===== src/hdl/gpt_pkg.sv =====
// Purpose: Shared constants and carriers for the toggle I/O port
// Assumes: Sixteen pins, one device clock
// Notes:   Reset values give all pins input with latches low
package gpt_pkg;

  localparam int               GPT_PINS       = 16;
  localparam int               GPT_IDX_W      = 4;
  localparam logic [15:0]      GPT_LATCH_RST  = 16'h0000;
  localparam logic [15:0]      GPT_DIR_RST    = 16'h0000;
  localparam logic [1:0]       GPT_OP_NONE    = 2'h0;
  localparam logic [1:0]       GPT_OP_TOGGLE  = 2'h1;
  localparam logic [1:0]       GPT_OP_COPY    = 2'h2;
  localparam logic [1:0]       GPT_OP_WRITE   = 2'h3;

  // One request from the interpreter logic
  typedef struct packed {
    logic                      valid;
    logic [1:0]                op;
    logic [GPT_IDX_W-1:0]      pin;
    logic                      latch_val;
    logic                      dir_val;
  } gpt_req_type;

  // Port state as seen by the interpreter
  typedef struct packed {
    logic [GPT_PINS-1:0]       output_latch_word;
    logic [GPT_PINS-1:0]       pin_direction_word;
    logic [GPT_PINS-1:0]       pin_sense_word;
  } gpt_state_type;

endpackage


===== src/hdl/gpt_sync.sv =====
// Purpose: Two-stage synchroniser for the sensed pin levels
// Assumes: Pin levels are asynchronous to sys_clk_i
// Notes:   First stage is read only by the second
`timescale 1ns/1ps
module gpt_sync #(
  parameter int WIDTH = 16
) (
  input  wire logic             sys_clk_i,  // Device clock
  input  wire logic             resetn_i,   // Async reset, low
  input  wire logic [WIDTH-1:0] async_i,    // Raw pin levels
  output logic      [WIDTH-1:0] sync_o      // Synchronised levels
);

  logic [WIDTH-1:0] meta_ff;
  logic [WIDTH-1:0] sync_ff;
  logic [WIDTH-1:0] nxt_meta;
  logic [WIDTH-1:0] nxt_sync;

  // Next values of both stages
  always_comb begin
    nxt_meta = async_i;
    nxt_sync = meta_ff;
  end

  // Register stages
  always_ff @(posedge sys_clk_i or negedge resetn_i) begin
    if (!resetn_i) begin
      meta_ff <= '0;
      sync_ff <= '0;
    end else begin
      meta_ff <= nxt_meta;
      sync_ff <= nxt_sync;
    end
  end

  assign sync_o = sync_ff;

endmodule


===== src/hdl/gpt_port.sv =====
// Purpose: Sixteen-pin I/O port with per-pin toggle, copy and write
// Assumes: Requests come from interpreter logic on sys_clk_i
// Notes:   One request per cycle; result visible at next edge
`timescale 1ns/1ps
module gpt_port
  import gpt_pkg::*;
#(
  parameter int PINS = GPT_PINS
) (
  input  wire logic                sys_clk_i,       // Device clock
  input  wire logic                resetn_i,        // Async reset, low
  input  wire gpt_req_type         req_i,           // Port request
  input  wire logic [PINS-1:0]     pin_level_i,     // Pin levels in
  output logic      [PINS-1:0]     pin_drive_o,     // Pin output value
  output logic      [PINS-1:0]     pin_drive_en_o,  // Pin output enable
  output logic                     done_o,          // Request applied
  output gpt_state_type            state_o          // Port state
);

  logic [PINS-1:0] output_latch_word_ff;
  logic [PINS-1:0] pin_direction_word_ff;
  logic [PINS-1:0] nxt_output_latch_word;
  logic [PINS-1:0] nxt_pin_direction_word;
  logic            done_ff;
  logic            nxt_done;
  logic [PINS-1:0] pin_sense_word;
  gpt_state_type   state_ff;
  gpt_state_type   nxt_state;

  // Request strobes and per-pin words
  logic            is_toggle;
  logic            is_copy;
  logic            is_write;
  logic            is_taken;
  logic [PINS-1:0] sel_mask;
  logic [PINS-1:0] write_latch_word;
  logic [PINS-1:0] write_dir_word;

  // One-hot mask for a pin index
  function automatic logic [PINS-1:0] pin_mask(
    input logic [GPT_IDX_W-1:0] idx
  );
    logic [PINS-1:0] m;
    m      = '0;
    m[idx] = 1'b1;
    return m;
  endfunction

  // Replace the selected bits of a word, keep the others
  function automatic logic [PINS-1:0] merge_word(
    input logic [PINS-1:0] word,
    input logic [PINS-1:0] value,
    input logic [PINS-1:0] mask
  );
    return (word & ~mask) | (value & mask);
  endfunction

  // Invert the selected bits of a stored word
  function automatic logic [PINS-1:0] flip_word(
    input logic [PINS-1:0] word,
    input logic [PINS-1:0] mask
  );
    return word ^ mask;
  endfunction

  // Repeat one bit across every pin position
  function automatic logic [PINS-1:0] spread_bit(
    input logic b
  );
    return {PINS{b}};
  endfunction

  // Sensed levels pass two flip-flops. A copy therefore takes the
  // level seen two edges earlier; a pin whose direction just changed
  // needs two idle cycles before a copy sees its new level.
  gpt_sync #(
    .WIDTH (PINS)
  ) u_sync (
    .sys_clk_i (sys_clk_i),
    .resetn_i  (resetn_i),
    .async_i   (pin_level_i),
    .sync_o    (pin_sense_word)
  );

  // Split the request into one strobe per operation; op none and an
  // idle cycle leave every strobe low, so nothing moves
  always_comb begin
    // One-hot mask of the named pin
    sel_mask  = pin_mask(req_i.pin);
    is_toggle = 1'b0;
    is_copy   = 1'b0;
    is_write  = 1'b0;
    if (req_i.valid) begin
      case (req_i.op)
        GPT_OP_TOGGLE: begin
          is_toggle = 1'b1;
        end
        GPT_OP_COPY: begin
          is_copy = 1'b1;
        end
        GPT_OP_WRITE: begin
          is_write = 1'b1;
        end
        default: begin
          // Op none: no change and no done pulse
          is_toggle = 1'b0;
        end
      endcase
    end
    // Only a real operation counts as taken
    is_taken = is_toggle | is_copy | is_write;
  end

  // Values a write places under the selected pin; the other pins
  // keep their latch and direction bits
  always_comb begin
    write_latch_word = spread_bit(req_i.latch_val);
    write_dir_word   = spread_bit(req_i.dir_val);
  end

  // Next latch word. A toggle flips the stored latch, never the sensed
  // level: an input pulled high with its latch low starts driving high
  // and its level stays put. A copy before the toggle avoids that.
  always_comb begin
    nxt_output_latch_word = output_latch_word_ff;
    if (is_toggle) begin
      nxt_output_latch_word = flip_word(output_latch_word_ff,
                                        sel_mask);
    end else if (is_copy) begin
      // Synced level of the pin copied into its latch
      nxt_output_latch_word = merge_word(output_latch_word_ff,
                                         pin_sense_word,
                                         sel_mask);
    end else if (is_write) begin
      // Latch bit set as the write asks
      nxt_output_latch_word = merge_word(output_latch_word_ff,
                                         write_latch_word,
                                         sel_mask);
    end
  end

  // Output latch register; it is the drive value, which reaches the
  // pin only while the direction bit is set
  always_ff @(posedge sys_clk_i or negedge resetn_i) begin
    if (!resetn_i) begin
      output_latch_word_ff <= PINS'(GPT_LATCH_RST);
    end else begin
      output_latch_word_ff <= nxt_output_latch_word;
    end
  end

  // Next direction word; a toggle makes the pin an output whatever it
  // was, a write sets the direction bit as asked
  always_comb begin
    nxt_pin_direction_word = pin_direction_word_ff;
    if (is_toggle) begin
      // Toggled pin always ends up an output
      nxt_pin_direction_word = pin_direction_word_ff | sel_mask;
    end else if (is_write) begin
      // Direction bit set as the write asks
      nxt_pin_direction_word = merge_word(pin_direction_word_ff,
                                          write_dir_word,
                                          sel_mask);
    end
  end

  // Direction register; same edge and same toggle and write strobes as the
  // latch, so no toggle or write shows one bit updated without the other
  always_ff @(posedge sys_clk_i or negedge resetn_i) begin
    if (!resetn_i) begin
      pin_direction_word_ff <= PINS'(GPT_DIR_RST);
    end else begin
      pin_direction_word_ff <= nxt_pin_direction_word;
    end
  end

  // Done pulse for every applied request; op none and idle cycles
  // give none, so the interpreter can count completed requests
  always_comb begin
    nxt_done = is_taken;
  end

  // Done register; high for exactly one cycle per applied request
  always_ff @(posedge sys_clk_i or negedge resetn_i) begin
    if (!resetn_i) begin
      done_ff <= 1'b0;
    end else begin
      done_ff <= nxt_done;
    end
  end

  // Snapshot of port state for the interpreter; the sense field lags
  // the synchroniser by one more edge
  always_comb begin
    nxt_state.output_latch_word  = nxt_output_latch_word;
    nxt_state.pin_direction_word = nxt_pin_direction_word;
    nxt_state.pin_sense_word     = pin_sense_word;
  end

  // Snapshot register; its latch and direction fields match the
  // port outputs after the same edge
  always_ff @(posedge sys_clk_i or negedge resetn_i) begin
    if (!resetn_i) begin
      state_ff <= '0;
    end else begin
      state_ff <= nxt_state;
    end
  end

  // Outputs straight from flip-flops; the enable is high while the
  // port drives a pin, so an input pin is left to its pull resistor
  assign pin_drive_o    = output_latch_word_ff;
  assign pin_drive_en_o = pin_direction_word_ff;
  assign done_o         = done_ff;
  assign state_o        = state_ff;

endmodule


===== config.mk =====
export PLATFORM = sky130hd
export DESIGN_NAME = gpt_port
export DESIGN_NICKNAME = d
export VERILOG_FILES = /design/src/hdl/gpt_pkg.sv /design/src/hdl/gpt_sync.sv /design/src/hdl/gpt_port.sv
export SDC_FILE = /design/constraint.sdc
export NUM_CORES = 1
export LEC_CHECK = 0
export CAP_MARGIN = 20
export CORE_MARGIN = 3
export CORE_UTILIZATION = 43
export CTS_CLUSTER_DIAMETER = 60
export CTS_CLUSTER_SIZE = 30
export DETAILED_ROUTE_END_ITERATION = 10
export DONT_BUFFER_PORTS = 1
export PLACE_DENSITY_LB_ADDON = 0.3
export SETUP_SLACK_MARGIN = 0.02
export SLEW_MARGIN = 25
export SYNTH_ARGS = -nofsm -noshare
export SYNTH_HDL_FRONTEND = slang
export SYNTH_SLANG_ARGS = --single-unit

===== constraint.sdc =====
create_clock -name sys_clk_i -period 1.6 [get_ports sys_clk_i]
set_input_delay 0.08 -clock sys_clk_i [delete_from_list [all_inputs] [get_ports sys_clk_i]]
set_output_delay 0.08 -clock sys_clk_i [all_outputs]
set_load 0.1 [all_outputs]

# [Word level (Yosys, flattened, before mapping)]
# Index checks and enable logic that the tools add are counted.
[totals] wordCells=40 out_inout_bits=81 reg_bits=81
[classes] n_mux=13 n_eq_ne=3 bitwise=13 n_reduce_logical=3 order_cmp=2
[op_table] cell="AND 16 bit" n=5
[op_table] cell="two-way mux 16 bit" n=5
[op_table] cell="OR 16 bit" n=4
[op_table] cell="inverter 16 bit" n=1
[op_table] cell="bitwise XOR 16 bit" n=1
[op_table] cell="two-way mux 1 bit" n=7
[op_table] cell="< comparator 4 x 5 -> 1 bit, second input constant" n=1
[op_table] cell="demux 1 bit (select 4 bit)" n=1
[op_table] cell="== test 2 bit, second input constant" n=2
[op_table] cell=">= comparator 4 x 1 -> 1 bit, second input constant" n=1
[op_table] cell="nonzero test 3 bit" n=1
[op_table] cell="== test 2 x 1 -> 1 bit, second input constant" n=1
[op_table] cell="OR 1 bit" n=2
[op_table] cell="nonzero test 2 bit" n=1
[op_table] cell="logical AND 1 bit" n=1

# [Depth between registers and ports, before layout]
# Gate-level depths: netlist of run 1.
[logic_depth] ltp_word=10 depth_mapped=6 ltp_nobuf=3

# [By module]
# From an unflattened synthesis of run 1, not the netlist that was laid out.
[hier_totals] hier_cells=249 area_unflattened_um2=3140.5
[modules_own_cells] mod="gpt_port" area_per_inst_um2=2339.7 cells_each=217 instances=1 seq_area_each_um2=1226.2
[modules_own_cells] mod="gpt_sync" area_per_inst_um2=800.8 cells_each=32 instances=1 seq_area_each_um2=800.8

# [Worst setup path before layout of run 1]
# OpenSTA, ideal clock, no wires.
[synth_timing] path_kind="register to output" startpoint="register (tool-made name)" endpoint="output port state_o[36] in the netlist's numbering" setup_slack_ps=164 n_path_buf=1 path_stages_with_launch=2 t_required_ps=1520 arrival_ps=1356 path_cell_list="dfrtp_1 buf_4"
[synth_rtl] item="to (decl)" line="gpt_port.sv:17" text="output gpt_state_type state_o"

==> flow_summary.toml, run 1 <==
[setup_path]
crit_buf_inv = 2
cpMostUsedCell = "dlygate4sd3_1"
cpMaxStageDelayCell = "dlygate4sd3_1"
cp.arrival_ns = 1.76
critical_path_class = "input pin to register"
required_ns = 1.83
setup.worst_path.start_class = "input pin"
path_max_fanout = 8
path_delay_family = "buffers and inverters"
cpPeakStageDelay_ns = 0.67
worst_setup_path_end_kind = "register"
path_cells = "dlygate4sd3_1 > o41ai_1 > dlygate4sd3_1 > o31ai_1"

[route]
drt-total-wl_um = 7170
drt.antenna.violating_nets = 0
drtPass1Iterations = 4
drt-initial-drc-count = 129
detail_route.drc_violations = 0
via_count = 2215
wl_per_cell_um = 18.1
viasPerCell = 5.58

[clock_tree]
post_cts_resized = 0
clock_latency_ns = 0.34
postCtsSetupRepairBufs = 0
cts_inserted_buffers = 9
cts_tree = "built"
root_buffer = "clkbuf_8"
clkTransAtPathRegs_ns = 0.08
cts_hold_buf = 23
cts_sinks = 81
htree_num_levels = 3
cts_buffer_depth = 2

[synth]
ys_ff_latch = 81
synth_top_area_share = 0.622
ys_dominant_reg_cell = "dfrtp_1"
syn_area_sq_um = 3260
syn_area_per_cell_sq_um = 12.7
synth_edf_count = 0
synth-async-reset-ratio = 1.00
yosysTopAreaCell = "dfrtp_1"
seq_area_frac_synth = 0.622
synth_area_leaders = "dfrtp_1, buf_4, mux2_2"
synth.distinct_cells = 28
synth_nets = 284
yosysWarnings = 0
syn_inst = 257

[power]
power_density_nw_per_um2 = 2010
p_clk_frac = 0.178
seqPwrFrac = 0.318
power_switching_mw = 4.28
total_leakage_power_nw = 1.62
combPwrFrac = 0.504
ir_drop_mv = 0.700
netSwitchingFraction = 0.540
internal-power_mw = 3.65

[global_routing]
grt-ovfl-total = 0
grt_pass1_wl_um = 11200
grt_start_max_net_pins = 82
grt_pass1_vias = 2104
grt_antenna_before_repair = 0
grtUsageTotal = 0.171

[sta]
grt_setup_unrepaired = "no"
setup_viol_count_final = 0
skew_ns = 0.00776
setup_tns_ns = 0
worst_slack_ns = 0.0705
slew_headroom = 0.597
slew_viol_final = 0
period_share = 0.956
max_freq_mhz = 654
fin_crit_ns = 1.53
finalHoldViolCount = 81
fin_hold_ws_ns = -0.573
worst_pin_slew_ns = 0.604

[floorplan]
ios = 108
die_area_sq_um = 8660
start_util = 0.447
die_h_um = 93.0
row_count = 31
design.core.area_sq_um = 7290
die_w_um = 93.0

[placement]
dp_slack_ns = 0.300
dpl.hpwl_um = 4470
io_buffer_count = 0
gp_congestion = 0.786

[finish]
nets = 322
antennaDiodeCount = 0
mostFrequentLayoutCells = "buf_4, dfrtp_1, dfrtp_2, dlygate4sd3_1, nand2_1"
layout-drive-gt1-share = 0.393
layout_commonest_cell = "buf_4"
syn2layout_area_growth_pct = 21.4

[min_path]
hp-class = "input pin to async pin"

[run]
cap_viol_max_count = 0

[run_status]
violations = "hold timing"
status = "finished, violations left"
per-layer routing:
| metal | wire length [um] | vias up | track usage |
|---|---|---|---|
| li1 | - | 967 | - |
| met1 | 2960 | 1143 | 0.229 |
| met2 | 3510 | 96 | 0.252 |
| met3 | 623 | 9 | 0.0700 |
| met4 | 77 | 0 | 0.0574 |
| met5 | 0 | - | 0 |
power by group through the flow:
stage | clock network [mW] | registers [mW] | logic (mW)
final | 1.41 | 2.52 | 4.00
after floorplan | 0 | 4.10 | 2.09
after global placement | 0 | 2.56 | 3.94
after CTS | 1.46 | 2.53 | 4.01
after detailed placement | 0 | 2.57 | 3.95
after global routing | 1.55 | 2.56 | 4.10
metrics by stage:
step	total power [mW]	utilization	cell area (sq um)	hold slack [ns]	instances
4_1_cts	8.01	0.543	3960	-0.590	397
3_3_place_gp	6.49	0.486	3540	-0.213	360
6_report	7.93	0.543	3960	-0.573	397
5_1_grt	8.21	0.543	3960	-0.602	397
3_5_place_dp	6.52	0.486	3540	-0.213	360
2_1_floorplan	6.19	-	3260	-0.216	257
area by class of cell:
| class | instances | area [sq um] |
|---|---|---|
| Tap cell | 99 | 124 |
| Inverter | 2 | 7.51 |
| Sequential cell | 81 | 2070 |
| Timing Repair Buffer | 77 | 686 |
| Clock buffer | 11 | 141 |
| Multi-Input combinational cell | 124 | 888 |
| Clock inverter | 3 | 42.5 |
| Fill cell | 644 | 3340 |
path summary, 6_finish.rpt:
| check | from | end | slack, ns | cells after the start |
|---|---|---|---|---|
| setup / recovery | req_i[4] | register | 0.07 | 4 |
| hold / removal | resetn_i | u_sync.meta_ff[9] | -0.57 | 0 |
| setup reg to reg | register | register | 0.34 | 3 |
| hold reg to reg | u_sync.meta_ff[8] | u_sync.sync_o[8] | 0.34 | 0 |
| max in group asynchronous | resetn_i | async pin | 2.03 | 0 |
| min in group sys_clk_i | req_i[8] | register | 0.02 | 3 |
cell usage after synthesis (2+ instances only):
master and count:
or2b_1 2, or3_1 4, or4_1 4, buf_6 2, inv_1 2, clkbuf_1 10
nand2b_1 6, o32ai_1 16, buf_2 3, buf_4 34, nand2_1 18, dfrtp_1 81
o21ai_0 4, mux2_2 16, o31ai_1 17, nor2b_1 3, or2_1 2, o41ai_1 11
nand4b_1 2, nor2_1 12
logic make-up (layout without fill, tap and decap cells):
kind of cell | after synthesis | in the layout | synth area share
DFF | 81 | 81 | 0.622
and+or+nand+nor | 56 | 56 | 0.0899
buffers and inverters | 52 | 93 | 0.105
AOI/OAI and AO/OA | 51 | 51 | 0.125
muxes | 16 | 16 | 0.0553
xor gates and xnor gates | 1 | 1 | 0.00269
(Power assumes the default switching activity.)
==> inputs of run 2 (changes only) <==
--- a/config.mk
+++ b/config.mk
@@ -7,7 +7,7 @@
 export LEC_CHECK = 0
 export CAP_MARGIN = 20
 export CORE_MARGIN = 3
-export CORE_UTILIZATION = 43
+export CORE_UTILIZATION = 50
 export CTS_CLUSTER_DIAMETER = 60
 export CTS_CLUSTER_SIZE = 30
 export DETAILED_ROUTE_END_ITERATION = 10
==> flow_summary.toml, run 2 (synthesized netlist as in run 1, its figures left out) <==
[setup_path]
regToRegSetupSlack_ns = 0.31
critical_path_class = "register to primary output"
crit_buf_inv = 1
path_delay_family = "buffers and inverters"
cpPeakStageDelay_ns = 0.48
cp.arrival_ns = 1.23
path_max_fanout = 3
path_cells = "buf_4"
required_ns = 1.52
cpMaxStageDelayCell = "buf_4"
worst_setup_path_end_kind = "primary output"
reg2reg_depth = 3
setup.worst_path.start_class = "register"

[route]
wl_per_cell_um = 18.9
via_count = 2166
drt.antenna.violating_nets = 0
drt-initial-drc-count = 169
drtPass1Iterations = 5
drt-total-wl_um = 7010
viasPerCell = 5.84
detail_route.drc_violations = 0

[power]
fin_total_pwr_mw = 8.16
power_density_nw_per_um2 = 2060
total_leakage_power_nw = 1.63
ir_drop_mv = 1.64

[global_routing]
grt_antenna_before_repair = 0
grtUsageTotal = 0.200
grt_pass1_vias = 2262
grt_pass1_wl_um = 11400
grt_start_max_net_pins = 82
grt-ovfl-total = 0

[clock_tree]
clkTransAtPathRegs_ns = 0.08
cts_hold_buf = 22
root_buffer = "clkbuf_8"
htree_num_levels = 3
cts_inserted_buffers = 9
cts_tree = "built"
cts_sinks = 81
clock_latency_ns = 0.35
cts_buffer_depth = 2

[floorplan]
start_util = 0.531
die_area_sq_um = 7520
ios = 108
die_w_um = 86.7
design.core.area_sq_um = 6130
row_count = 28
die_h_um = 86.7

[sta]
slew_viol_final = 0
period_share = 0.816
worst_slack_ns = 0.294
setup_viol_count_final = 0
setup_tns_ns = 0
slew_headroom = 0.446
finalHoldViolCount = 81
worst_pin_slew_ns = 0.830
fin_crit_ns = 1.31
fin_hold_ws_ns = -0.583
max_freq_mhz = 766
grt_setup_unrepaired = "no"
skew_ns = 0.00494

[placement]
io_buffer_count = 0
dp_slack_ns = 0.317
gp_congestion = 0.743
dpl.hpwl_um = 4260
post-place-cells = 333

[finish]
fillers = 451
layout-drive-gt1-share = 0.402
nets = 318
syn2layout_area_growth_pct = 21.4
finalNonFillerCells = 371
final_util = 0.645
antennaDiodeCount = 0
mostFrequentLayoutCells = "dfrtp_1, buf_4, dfrtp_2, dlygate4sd3_1, nand2_1"
layout_commonest_cell = "dfrtp_1"

[min_path]
hp-class = "input pin to async pin"

[run]
cap_viol_max_count = 0

[run_status]
status = "finished, violations left"
violations = "hold timing"
run 2: layer usage:
layer / global-route usage / routed length, um / vias to the layer above
met5: 0 / 0 / -
met4: 0.0666 / 105 / 0
met3: 0.0770 / 614 / 9
met2: 0.322 / 3530 / 98
met1: 0.248 / 2760 / 1091
li1: - / - / 968
run 2: final cells by class:
type,instances,area [sq um],share of cell area
inverter,2,7.51,0.00190
clock buffer,9,124,0.0313
tap,75,93.8,0.0237
multi-input combinational,124,900,0.228
clock inverter,7,93.8,0.0237
sequential,81,2070,0.523
timing repair buffer,73,668,0.169
run 2: where the power goes:
part | leakage (nW) | internal (mW) | total (mW) | switching (mW)
sequential | 0.930 | 2.34 | 2.53 | 0.193
combinational | 0.595 | 0.585 | 4.02 | 3.43
clock | 0.106 | 0.877 | 1.61 | 0.728
total | 1.63 | 3.80 | 8.16 | 4.36
run 2: worst max-delay path by stage:
stage	start	endpoint	slack (ns)	cells past startpoint
floorplan	register	state_o[36]	0.16	1
global placement	req_i[7]	register	0.07	3
detailed placement	req_i[2]	register	0.32	3
CTS	req_i[4]	register	0.11	4
global route	req_i[7]	register	0.22	4
finish	register	state_o[43]	0.29	1
run 2: timing repair:
action	CTS	global route
resized for setup	0	2
buffers inserted	0	0
setup endpoints to repair	0	1
endpoints found under the hold margin	108	81
run 2: metrics by stage:
step | area [sq um] | hold slack (ns)
after floorplan | 3260 | -0.216
after CTS | 3940 | -0.595
after global routing | 3950 | -0.609
after global placement | 3500 | -0.213
after detailed placement | 3510 | -0.213
final | 3950 | -0.583
